--- src/inc/dms_regs.vh ---
// constants and rule summary of the diagnostic mode sequencer
// Summary of operation
// - data crc error halts with led code 1000 (error value 200)
// - unrecoverable sector (070,120,130,160,170) shows code 1001
// - lost drive read signal (110) shows code 1010
// - read/write controller failure (220,320,330) shows code 1011
// - master controller out of sync (340) shows code 1100
// - drive failure (010,020,030,050) shows code 1101
// - read-back data differing from written pattern shows code 1110
// - write or write-format failure (270,370) shows code 1111
// - any error except in an alignment routine puts code on leds 5-8, halts, run light off
// - self-tests complete after power-up before selected test starts
// - led 2 lit on self-test error halt, off for routine errors
// - running: leds 5,6 show density, led 8 shows selected drive
// - code 11110 runs self-test, format, reads, writes, density steps
// - after a drive, next drive: format if unformatted, else read
// - switch 8 set alternates drive 1 then 0; clear uses drive 0
// - code 11111 is like 11110 but never write-formats
// - alignment routines never halt on a not-ready drive
// - code 00100 homes, then loads 100 ms, unloads 100 ms forever
// - code 00101 homes, then steps loaded head 01/02 every 70 ms
// - codes 00110..01001 home, seek 01/02/38/76, hold head loaded
// - code 01100 loops controller self-test; failure is 1011, led 2
// - code 01101 counts pll clocks for 50 ms; bad count is 1010
// - switches 1-5 select test, 1 is msb; 1,2,3 zero is normal
// - leds 1,2 off outside self-test; led 3 writing, led 4 reading
`ifndef DMS_REGS_VH
`define DMS_REGS_VH
`define DMS_CLK_MHZ        250
`define DMS_T_HEAD_MS      100
`define DMS_T_STEP_MS      70
`define DMS_T_PLL_MS       50
`define DMS_CYC(ms)        ((ms) * 1000 * `DMS_CLK_MHZ)
`define DMS_PLL_MIN        32'h0000_1000
`define DMS_PLL_MAX        32'h0010_0000
// test selector codes
`define DMS_T_HEADLOAD     5'h04
`define DMS_T_TRK0ADJ      5'h05
`define DMS_T_SEEK01       5'h06
`define DMS_T_SEEK02       5'h07
`define DMS_T_SEEK38       5'h08
`define DMS_T_SEEK76       5'h09
`define DMS_T_RWCTL        5'h0c
`define DMS_T_PLL          5'h0d
`define DMS_T_EXFMT        5'h1e
`define DMS_T_EXER         5'h1f
// error register values (octal)
`define DMS_E_HOME0        9'o010
`define DMS_E_HOME1        9'o020
`define DMS_E_TRK0IN       9'o030
`define DMS_E_TRK0         9'o050
`define DMS_E_NOSEC        9'o070
`define DMS_E_NORD         9'o110
`define DMS_E_NOPRE        9'o120
`define DMS_E_NOIDAM       9'o130
`define DMS_E_TRIES        9'o160
`define DMS_E_NODAM        9'o170
`define DMS_E_DCRC         9'o200
`define DMS_E_RWST         9'o220
`define DMS_E_WFMT         9'o270
`define DMS_E_RWWR         9'o320
`define DMS_E_RWTO         9'o330
`define DMS_E_SYNC         9'o340
`define DMS_E_ACLO         9'o370
// led error codes
`define DMS_L_NONE         4'h0
`define DMS_L_DCRC         4'h8
`define DMS_L_SECT         4'h9
`define DMS_L_RDLOST       4'ha
`define DMS_L_RWCTL        4'hb
`define DMS_L_MASTER       4'hc
`define DMS_L_DRIVE        4'hd
`define DMS_L_PATTERN      4'he
`define DMS_L_WRITE        4'hf
// operation codes towards the drive engine
`define DMS_OP_SELFTEST    4'h1
`define DMS_OP_FORMAT      4'h2
`define DMS_OP_SEQRD       4'h3
`define DMS_OP_WRRD        4'h4
`define DMS_OP_BFLYRD      4'h5
`define DMS_OP_SETDD       4'h6
`define DMS_OP_SETSD       4'h7
`define DMS_OP_HOME        4'h8
`define DMS_OP_SEEK        4'h9
`define DMS_OP_RWTEST      4'ha
`define DMS_OP_NONE        4'h0
`endif

--- src/logic/dms_err_map.v ---
// error register value to led code translation
`include "dms_regs.vh"
module dms_err_map (
   input  wire [8:0] err_value,   // error register value
   input  wire       pat_err,     // pattern compare mismatch
   output reg  [3:0] led_code     // code for leds 5-8
);
   always @* begin
      if (pat_err) begin
         led_code = `DMS_L_PATTERN;
      end else begin
         case (err_value)
            `DMS_E_DCRC:  led_code = `DMS_L_DCRC;
            `DMS_E_NOSEC, `DMS_E_NOPRE, `DMS_E_NOIDAM,
            `DMS_E_TRIES, `DMS_E_NODAM:
                          led_code = `DMS_L_SECT;
            `DMS_E_NORD:  led_code = `DMS_L_RDLOST;
            `DMS_E_RWST, `DMS_E_RWWR, `DMS_E_RWTO:
                          led_code = `DMS_L_RWCTL;
            `DMS_E_SYNC:  led_code = `DMS_L_MASTER;
            `DMS_E_HOME0, `DMS_E_HOME1, `DMS_E_TRK0IN,
            `DMS_E_TRK0:  led_code = `DMS_L_DRIVE;
            `DMS_E_WFMT, `DMS_E_ACLO:
                          led_code = `DMS_L_WRITE;
            default:      led_code = `DMS_L_NONE;
         endcase
      end
   end
endmodule // dms_err_map

--- src/logic/dms_timer.v ---
// one-shot cycle timer, done pulses when the count expires
`include "dms_regs.vh"
module dms_timer (
   input  wire        clock,      // system clock
   input  wire        sys_rst,    // synchronous reset
   input  wire        start,      // load and begin counting
   input  wire [31:0] load,       // cycles to count
   output wire        done,       // one-cycle pulse at expiry
   output wire [31:0] elapsed     // cycles counted since start
);
   reg [31:0] cnt_q;
   reg [31:0] el_q;
   reg        run_q;
   assign done    = run_q && (cnt_q == 32'h0000_0001);
   assign elapsed = el_q;
   always @(posedge clock) begin
      if (sys_rst) begin
         cnt_q <= 32'h0000_0000;
         el_q  <= 32'h0000_0000;
         run_q <= 1'b0;
      end else if (start) begin
         cnt_q <= load;
         el_q  <= 32'h0000_0000;
         run_q <= 1'b1;
      end else if (run_q) begin
         cnt_q <= cnt_q - 32'h0000_0001;
         el_q  <= el_q + 32'h0000_0001;
         if (cnt_q == 32'h0000_0001) begin
            run_q <= 1'b0;
         end
      end
   end
endmodule // dms_timer

--- src/logic/dms_sequencer.v ---
// stand-alone diagnostic sequencer: test selection, steps, leds, halt
`include "dms_regs.vh"
module dms_sequencer #(
   parameter [31:0] HEAD_CYC = `DMS_CYC(`DMS_T_HEAD_MS), // head load time
   parameter [31:0] STEP_CYC = `DMS_CYC(`DMS_T_STEP_MS), // step period
   parameter [31:0] PLL_CYC  = `DMS_CYC(`DMS_T_PLL_MS),  // pll window
   parameter [31:0] PLL_MIN  = `DMS_PLL_MIN,             // lower pll limit
   parameter [31:0] PLL_MAX  = `DMS_PLL_MAX              // upper pll limit
) (
   input  wire        clock,        // system clock, 250 MHz
   input  wire        sys_rst,      // synchronous power-up reset
   input  wire [7:0]  switches,     // dip switches, [7] is switch 1
   output wire        normal_mode,  // switches 1-3 zero: normal operation
   output reg         op_start,     // pulse: start operation on engine
   output reg  [3:0]  op_code,      // operation for the engine
   output reg         op_drive,     // drive for the operation
   output reg  [6:0]  op_track,     // seek target track
   input  wire        op_done,      // engine pulse: operation finished
   input  wire        op_error,     // engine pulse: operation failed
   input  wire [8:0]  error_code_register, // error value with op_error
   input  wire        pat_mismatch, // with op_error: compare failed
   input  wire        drive_ready,  // selected drive ready
   input  wire [1:0]  density,      // 01 single, 10 double, else unknown
   input  wire        writing,      // engine is writing the diskette
   input  wire        reading,      // engine is reading the diskette
   input  wire        pll_clk_tick, // one pulse per pll clock cycle
   output reg         head_load,    // head load request to drive
   output wire [7:0]  leds,         // leds 1..8, [7] is led 1
   output wire        run_led       // run indicator
);
   ////////////////////////////////////////////////////////////////////////
   localparam [3:0] S_IDLE   = 4'h0;
   localparam [3:0] S_SELF   = 4'h1;
   localparam [3:0] S_DISP   = 4'h2;
   localparam [3:0] S_EXSTEP = 4'h3;
   localparam [3:0] S_EXWAIT = 4'h4;
   localparam [3:0] S_HOME   = 4'h5;
   localparam [3:0] S_SEEK   = 4'h6;
   localparam [3:0] S_HLOAD  = 4'h7;
   localparam [3:0] S_STEP   = 4'h8;
   localparam [3:0] S_HOLD   = 4'h9;
   localparam [3:0] S_RWTEST = 4'ha;
   localparam [3:0] S_PLL    = 4'hb;
   localparam [3:0] S_HALT   = 4'hc;
   localparam [3:0] S_NORMAL = 4'hd;

   reg  [3:0]  state_q, state_d;
   reg  [3:0]  step_q;         // exerciser step, 1..10 as listed
   reg  [1:0]  fmt_q;          // per-drive formatted flags
   reg  [4:0]  test_q;         // test code latched after reset
   reg         sw8_q;
   reg         drive_q;
   reg         busy_q;         // self-test or exerciser operation issued, waiting for engine
   reg         self_q;         // running hardware self-test
   reg         halt_q;
   reg         halt_self_q;    // halt came from self-test
   reg  [3:0]  code_q;
   reg         phase_q;        // step target, set for track 01, clear for 02
   reg  [31:0] pll_cnt_q;
   reg         tmr_start;
   reg  [31:0] tmr_load;
   wire        tmr_done;
   wire [3:0]  map_code;
   wire        align;

   assign normal_mode = (switches[7:5] == 3'b000);
   assign align = (test_q >= `DMS_T_HEADLOAD) &&
                  (test_q <= `DMS_T_SEEK76);

   dms_err_map u_map (
      .err_value (error_code_register),
      .pat_err   (pat_mismatch),
      .led_code  (map_code)
   );

   dms_timer u_tmr (
      .clock   (clock),
      .sys_rst (sys_rst),
      .start   (tmr_start),
      .load    (tmr_load),
      .done    (tmr_done),
      .elapsed ()
   );

   ////////////////////////////////////////////////////////////////////////
   // leds: error code on halt, density and drive while running
   assign run_led = !halt_q;
   assign leds[7] = self_q && !halt_q;
   assign leds[6] = halt_q ? halt_self_q : self_q;
   assign leds[5] = writing && !halt_q;
   assign leds[4] = reading && !halt_q;
   assign leds[3:0] = halt_q ? code_q :
                      {density[1], density[0], 1'b0, drive_q};

   // exerciser step to operation, steps numbered as in the sequence
   function [3:0] ex_op;
      input [3:0] s;
      begin
         case (s)
            4'h1:    ex_op = `DMS_OP_SELFTEST;
            4'h2:    ex_op = `DMS_OP_FORMAT;
            4'h3:    ex_op = `DMS_OP_SEQRD;
            4'h4:    ex_op = `DMS_OP_WRRD;
            4'h5:    ex_op = `DMS_OP_BFLYRD;
            4'h6:    ex_op = `DMS_OP_SETDD;
            4'h7:    ex_op = `DMS_OP_SEQRD;
            4'h8:    ex_op = `DMS_OP_WRRD;
            4'h9:    ex_op = `DMS_OP_BFLYRD;
            4'ha:    ex_op = `DMS_OP_SETSD;
            default: ex_op = `DMS_OP_NONE;
         endcase
      end
   endfunction

   function [6:0] seek_trk;
      input [4:0] t;
      begin
         case (t)
            `DMS_T_SEEK01: seek_trk = 7'd1;
            `DMS_T_SEEK02: seek_trk = 7'd2;
            `DMS_T_SEEK38: seek_trk = 7'd38;
            `DMS_T_SEEK76: seek_trk = 7'd76;
            default:       seek_trk = 7'd0;
         endcase
      end
   endfunction

   ////////////////////////////////////////////////////////////////////////
   always @* begin
      state_d = state_q;
      case (state_q)
         S_IDLE:   state_d = S_SELF;
         S_SELF:   if (op_done) state_d = S_DISP;
         S_DISP: begin
            if (test_q[4:2] == 3'b000)
               state_d = S_NORMAL;
            else if (test_q == `DMS_T_EXFMT || test_q == `DMS_T_EXER)
               state_d = S_EXSTEP;
            else if (align)
               state_d = S_HOME;
            else if (test_q == `DMS_T_RWCTL)
               state_d = S_RWTEST;
            else if (test_q == `DMS_T_PLL)
               state_d = S_PLL;
            else
               state_d = S_HOLD;
         end
         S_EXSTEP: state_d = S_EXWAIT;
         S_EXWAIT: if (op_done) state_d = S_EXSTEP;
         S_HOME:   if (op_done) state_d = (test_q == `DMS_T_HEADLOAD) ?
                                          S_HLOAD :
                                          (test_q == `DMS_T_TRK0ADJ) ?
                                          S_STEP : S_SEEK;
         S_SEEK:   if (op_done) state_d = S_HOLD;
         S_HLOAD:  state_d = S_HLOAD;
         S_STEP:   state_d = S_STEP;
         S_RWTEST: state_d = S_RWTEST;
         S_PLL:    state_d = S_PLL;
         S_HOLD:   state_d = S_HOLD;
         S_HALT:   state_d = S_HALT;
         S_NORMAL: state_d = S_NORMAL;
         default:  state_d = S_IDLE;
      endcase
      if (op_error && state_q != S_HALT && state_q != S_NORMAL &&
          !(align && state_q != S_SELF))
         state_d = S_HALT;
      if (state_q == S_PLL && tmr_done &&
          (pll_cnt_q < PLL_MIN || pll_cnt_q > PLL_MAX))
         state_d = S_HALT;
   end

   ////////////////////////////////////////////////////////////////////////
   always @(posedge clock) begin
      if (sys_rst) begin
         state_q     <= S_IDLE;
         step_q      <= 4'h0;
         fmt_q       <= 2'b00;
         test_q      <= 5'h00;
         sw8_q       <= 1'b0;
         drive_q     <= 1'b0;
         busy_q      <= 1'b0;
         self_q      <= 1'b0;
         halt_q      <= 1'b0;
         halt_self_q <= 1'b0;
         code_q      <= `DMS_L_NONE;
         phase_q     <= 1'b0;
         pll_cnt_q   <= 32'h0000_0000;
         op_start    <= 1'b0;
         op_code     <= `DMS_OP_NONE;
         op_drive    <= 1'b0;
         op_track    <= 7'd0;
         head_load   <= 1'b0;
         tmr_start   <= 1'b0;
         tmr_load    <= 32'h0000_0000;
      end else begin
         state_q   <= state_d;
         op_start  <= 1'b0;
         tmr_start <= 1'b0;
         if (op_done || op_error)
            busy_q <= 1'b0;
         case (state_q)
            S_IDLE: begin
               // switches are caught after reset release, not at reset
               test_q   <= switches[7:3];
               sw8_q    <= switches[0];
               drive_q  <= switches[0];
               op_start <= 1'b1;
               op_code  <= `DMS_OP_SELFTEST;
               self_q   <= 1'b1;
               busy_q   <= 1'b1;
            end
            S_SELF: if (op_done) begin
               self_q <= 1'b0;
               step_q <= (test_q == `DMS_T_EXFMT) ? 4'h2 : 4'h3;
            end
            S_EXSTEP: begin
               op_start <= 1'b1;
               op_code  <= ex_op(step_q);
               op_drive <= drive_q;
               self_q   <= (step_q == 4'h1);
               busy_q   <= 1'b1;
            end
            S_EXWAIT: if (op_done) begin
               self_q <= 1'b0;
               if (step_q == 4'h2)
                  fmt_q[drive_q] <= 1'b1;
               if (step_q == 4'ha) begin
                  drive_q <= sw8_q ? !drive_q : 1'b0;
                  if (test_q == `DMS_T_EXFMT &&
                      !fmt_q[sw8_q ? !drive_q : 1'b0])
                     step_q <= 4'h2;
                  else
                     step_q <= 4'h3;
               end else begin
                  step_q <= step_q + 4'h1;
               end
            end
            S_DISP: begin
               if (align) begin
                  op_start <= 1'b1;
                  op_code  <= `DMS_OP_HOME;
                  op_drive <= drive_q;
               end else if (test_q == `DMS_T_RWCTL) begin
                  op_start <= 1'b1;
                  op_code  <= `DMS_OP_RWTEST;
                  self_q   <= 1'b1;
               end else if (test_q == `DMS_T_PLL) begin
                  tmr_start <= 1'b1;
                  tmr_load  <= PLL_CYC;
                  pll_cnt_q <= 32'h0000_0000;
               end
            end
            S_HOME: if (op_done) begin
               head_load <= 1'b1;
               phase_q   <= 1'b1;
               tmr_start <= 1'b1;
               if (test_q == `DMS_T_HEADLOAD)
                  tmr_load <= HEAD_CYC;
               else
                  tmr_load <= STEP_CYC;
               if (test_q != `DMS_T_HEADLOAD &&
                   test_q != `DMS_T_TRK0ADJ) begin
                  op_start <= 1'b1;
                  op_code  <= `DMS_OP_SEEK;
                  op_track <= seek_trk(test_q);
               end
            end
            S_HLOAD: if (tmr_done) begin
               head_load <= !head_load;
               tmr_start <= 1'b1;
               tmr_load  <= HEAD_CYC;
            end
            S_STEP: if (tmr_done) begin
               // loaded head alternates between tracks 01 and 02
               op_start  <= 1'b1;
               op_code   <= `DMS_OP_SEEK;
               op_track  <= phase_q ? 7'd1 : 7'd2;
               phase_q   <= !phase_q;
               tmr_start <= 1'b1;
               tmr_load  <= STEP_CYC;
            end
            S_RWTEST: if (op_done) begin
               op_start <= 1'b1;
               op_code  <= `DMS_OP_RWTEST;
            end
            S_PLL: begin
               if (pll_clk_tick)
                  pll_cnt_q <= pll_cnt_q + 32'h0000_0001;
               if (tmr_done) begin
                  pll_cnt_q <= 32'h0000_0000;
                  tmr_start <= 1'b1;
                  tmr_load  <= PLL_CYC;
               end
            end
            default: ;
         endcase
         if (state_d == S_HALT && state_q != S_HALT) begin
            halt_q    <= 1'b1;
            head_load <= 1'b0;
            if (state_q == S_PLL)
               code_q <= `DMS_L_RDLOST;
            else if (state_q == S_RWTEST)
               code_q <= `DMS_L_RWCTL;
            else
               code_q <= map_code;
            halt_self_q <= self_q || state_q == S_RWTEST;
         end
      end
   end
endmodule // dms_sequencer

--- config.mk ---
export PLATFORM = sky130hd
export DESIGN_NAME = dms_sequencer
export DESIGN_NICKNAME = d
export VERILOG_FILES = /design/src/logic/dms_err_map.v /design/src/logic/dms_timer.v /design/src/logic/dms_sequencer.v
export VERILOG_INCLUDE_DIRS = /design/src /design/src/inc
export SDC_FILE = /design/constraint.sdc
export NUM_CORES = 1
export LEC_CHECK = 0
export BUFFER_PORTS_ARGS = -buffer_cell sky130_fd_sc_hd__buf_2
export CAP_MARGIN = 5
export CORE_MARGIN = 1
export CORE_UTILIZATION = 54
export CTS_CLUSTER_DIAMETER = 30
export DETAILED_ROUTE_END_ITERATION = 6
export PLACE_DENSITY = 0.75
export SYNTH_ARGS = -nofsm -noshare
export SYNTH_HDL_FRONTEND = slang
export SYNTH_HIERARCHICAL = 1
export SYNTH_SLANG_ARGS = --single-unit
--- constraint.sdc ---
create_clock -name clock -period 3.31 [get_ports clock]
set_input_delay 0 -clock clock [delete_from_list [all_inputs] [get_ports clock]]
set_output_delay 0 -clock clock [all_outputs]
set_load 0.1 [all_outputs]
==> results by stage <==
Run status:
- The run finished, with violations left.
- The final reports fail on setup timing.

GRT:
- In the global route stage, met3 resource usage came out at 6.91%.
- The maximum number of pins on one net before global-route repair is 56.
- The initial antenna violation count is 0.
- In this run the most used layer during global routing was met2.
- The first global-routing pass estimated 26700 microns of wire.
- Across every metal layer, demand over resource in global routing totals 26.1%.
- The number of global-route vias before repair is 5895.
- The total congestion overflow is 0.
- The routing usage on met1 is 30.5%.
- For met2 alone, demand over resource in global routing was 45.7%.

Setup path:
- The signal on the critical path passes through or4_1 -> or3_4 -> or4_4 -> nor2_4 -> buf_4 -> nor2_2 -> a2bb2oi_2 -> nor2_2 -> or4_4 -> a2111oi_4.
- The peak per-stage delay on the critical path is 0.58 ns.
- At the worst endpoint, the required time is 3.64 ns.
- The slowest stage of the critical path is the sky130_fd_sc_hd__or4_1 cell.
- The maximum net fanout on the critical path is 7.
- The startpoint-to-endpoint class of the critical path is reg2reg.
- STA classifies the critical path endpoint as a flip-flop.
- The data arrival at the endpoint of the critical path is 3.67 ns.
- The category of the worst setup path launch point is a flip-flop.

Clock network:
- The H-tree was split into 4 levels.
- The CTS sink count is 113.
- The CTS tree is done.
- Clock tree synthesis selected as its root buffer the cell sky130_fd_sc_hd__clkbuf_16.
- Clock latency on the worst-skew pair, taken at its later pin, is 0.42 ns.
- The TritonCTS buffer count is 17.
- The clock transition at the registers of the reported paths is 0.06 ns.
- The longest clock path from root to sink contains 2 buffers.

Place:
- The half-perimeter wire length after placement is 10800 microns.
- The weighted congestion reported at the end of routability-driven placement is 0.949.
- The number of input and output port buffers inserted is 47.

Final layout:
- The fill cell total of the finished layout is 882.
- Leaving out fill and tap cells, the most frequent cell in the layout is sky130_fd_sc_hd__nor2_1.
- The final layout contains 916 nets.
- The fraction of final layout cells sized beyond drive strength 1 is 19.6%.
- The layout overhead on the synthesized area is 20.7%.
- The number of antenna diodes in the final layout is 0.
- In the layout the commonest cells are 118 x sky130_fd_sc_hd__nor2_1, 112 x sky130_fd_sc_hd__dfxtp_1, 54 x sky130_fd_sc_hd__inv_1, 54 x sky130_fd_sc_hd__a21oi_1, 47 x sky130_fd_sc_hd__buf_2.
- At the end of the flow the core is filled with cells to 68.1%.

Synth:
- The Yosys warning count is 6.
- In this run the cell area of the synthesized design comes to 6550 sq um.
- The average cell area after synthesis is 8.13 sq um.
- The post-synthesis instance total is 806.

STA:
- The actual slew at the worst max-slew pin is 1.08 ns.
- The post-route worst setup slack is -0.0376 ns.
- Setup repair after global routing could not meet its margin everywhere.
- For the finished layout, the period the worst path requires is 3.35 ns.
- The highest clock frequency the design can meet is 299 MHz.
- The number of endpoints with negative hold slack in the final report is 0.
- The number of max-slew violations in the final report was 0.
- The fraction of the cycle the final worst path needs is 101%.
- Clock skew on the completed layout was measured at 0.0114 ns.
- The worst pin sits at a relative slew slack of 28.3%.
- In the final timing run, aggregate negative setup slack is -0.0509 ns.
- Setup violations remaining at the end of the flow were counted as 2.

Routing:
- After detailed routing, the number of vias per cell comes to 5.85.
- The remaining design rule violation count is 0.
- The average wire per cell in the routed design is 15.6 microns.
- Detailed routing inserted a total of 6058 vias.
- The number of antenna-violating nets in the routed design is 0.
- The aggregate routed wire length is 16100 microns.
- The initial detailed-routing violation count is 342.
- The total iterations of the first detailed-routing run is 5.

Floorplanning:
- The floorplan step defined a die boundary enclosing 12600 sq um.
- The floorplan step set the die width to 112 microns.
- The die is 112 microns tall.
- 52 I/O pins were placed.
- The initial utilization of the core area, before any placement, comes to 56.4%.
- The area of the placeable core is 11600 sq um.
- In this run the core area contains 39 standard-cell rows.

Pwr:
- The power density relative to cell area is 695 nW/um^2.
- The leakage power of the design is 3.24 nW.
- The worst vdd rail ir drop is 0.540 mV.

Flow run:
- Max-cap violations in this run came to 0.

Worst hold path:
- The min-delay analysis places its worst path in the category in2reg.
area by class of cell:
| cell class | instances | area (sq um) | area share [%] |
|---|---|---|---|
| inverters | 55 | 206 | 2.61 |
| well taps | 143 | 179 | 2.26 |
| multi-input cells | 602 | 4020 | 50.8 |
| clock buffers | 18 | 439 | 5.55 |
| flip-flops and latches | 113 | 2260 | 28.6 |
| clock inverters | 14 | 213 | 2.69 |
| repair buffers | 90 | 589 | 7.45 |
metal layers:
layer  vias to the layer above  routed length (microns)
li1                       2967                        -
met1                      2879                     6960
met2                       174                     7980
met3                        38                      770
met4                         0                      394
met5                         -                        0
through the flow:
| stage | hold WS (ns) | power [mW] | setup slack [ns] | cells | cell area, sq um |
|---|---|---|---|---|---|
| finish | 0.0146 | 5.49 | -0.0376 | 1035 | 7910 |
| global route | 0.0402 | 5.74 | -0.111 | 1035 | 7910 |
| CTS | 0.00949 | 5.45 | 0.00491 | 1030 | 7770 |
| detailed placement | 0.260 | 3.43 | -0.0594 | 991 | 7050 |
| global placement | 0.244 | 3.38 | -0.000712 | 991 | 7050 |
| floorplan | 0.0689 | 3.04 | -0.0438 | 819 | 6620 |
flip-flops by register name (all words and copies together), names as in the netlist, 5 cells and up, named ones only:
name / cells
pll_cnt_q: 32
u_tmr/cnt_q: 32
tmr_load: 7
op_track: 5
test_q: 5
worst max-delay path, delay by kind of cell, from the launching register on:
family / cells / cell delay, ns
buffers and inverters: 1 / 0.14
AOI/OAI and AO/OA: 2 / 0.53
and+or+nand+nor: 7 / 2.29
DFF: 1 / 0.30
what timing repair did:
item | CTS | global route
endpoints found under the setup margin | 6 | 22
resized for setup | 1 | 19
buffers inserted | 1 | 5
hold endpoints to repair | 7 | 0
pin swaps | 1 | 5
hold buffers | 6 | 0
final timing paths:
path / from / cells past startpoint / end / slack [ns]
max: u_tmr/cnt_q[24] / 10 / op_code[3] / -0.04
min: pat_mismatch / 4 / code_q[2] / 0.01
min reg2reg: tmr_load[19] / 2 / tmr_load[19] / 0.45
max reg2reg: u_tmr/cnt_q[24] / 10 / op_code[3] / -0.04
report_power, final:
| part | internal, mW | switching [mW] | leakage (nW) |
|---|---|---|---|
| Clock | 1.35 | 0.654 | 0.308 |
| Sequential | 1.53 | 0.221 | 0.919 |
| Combinational | 0.660 | 1.08 | 2.02 |
Note: power is estimated with default switching activity, not from simulation.
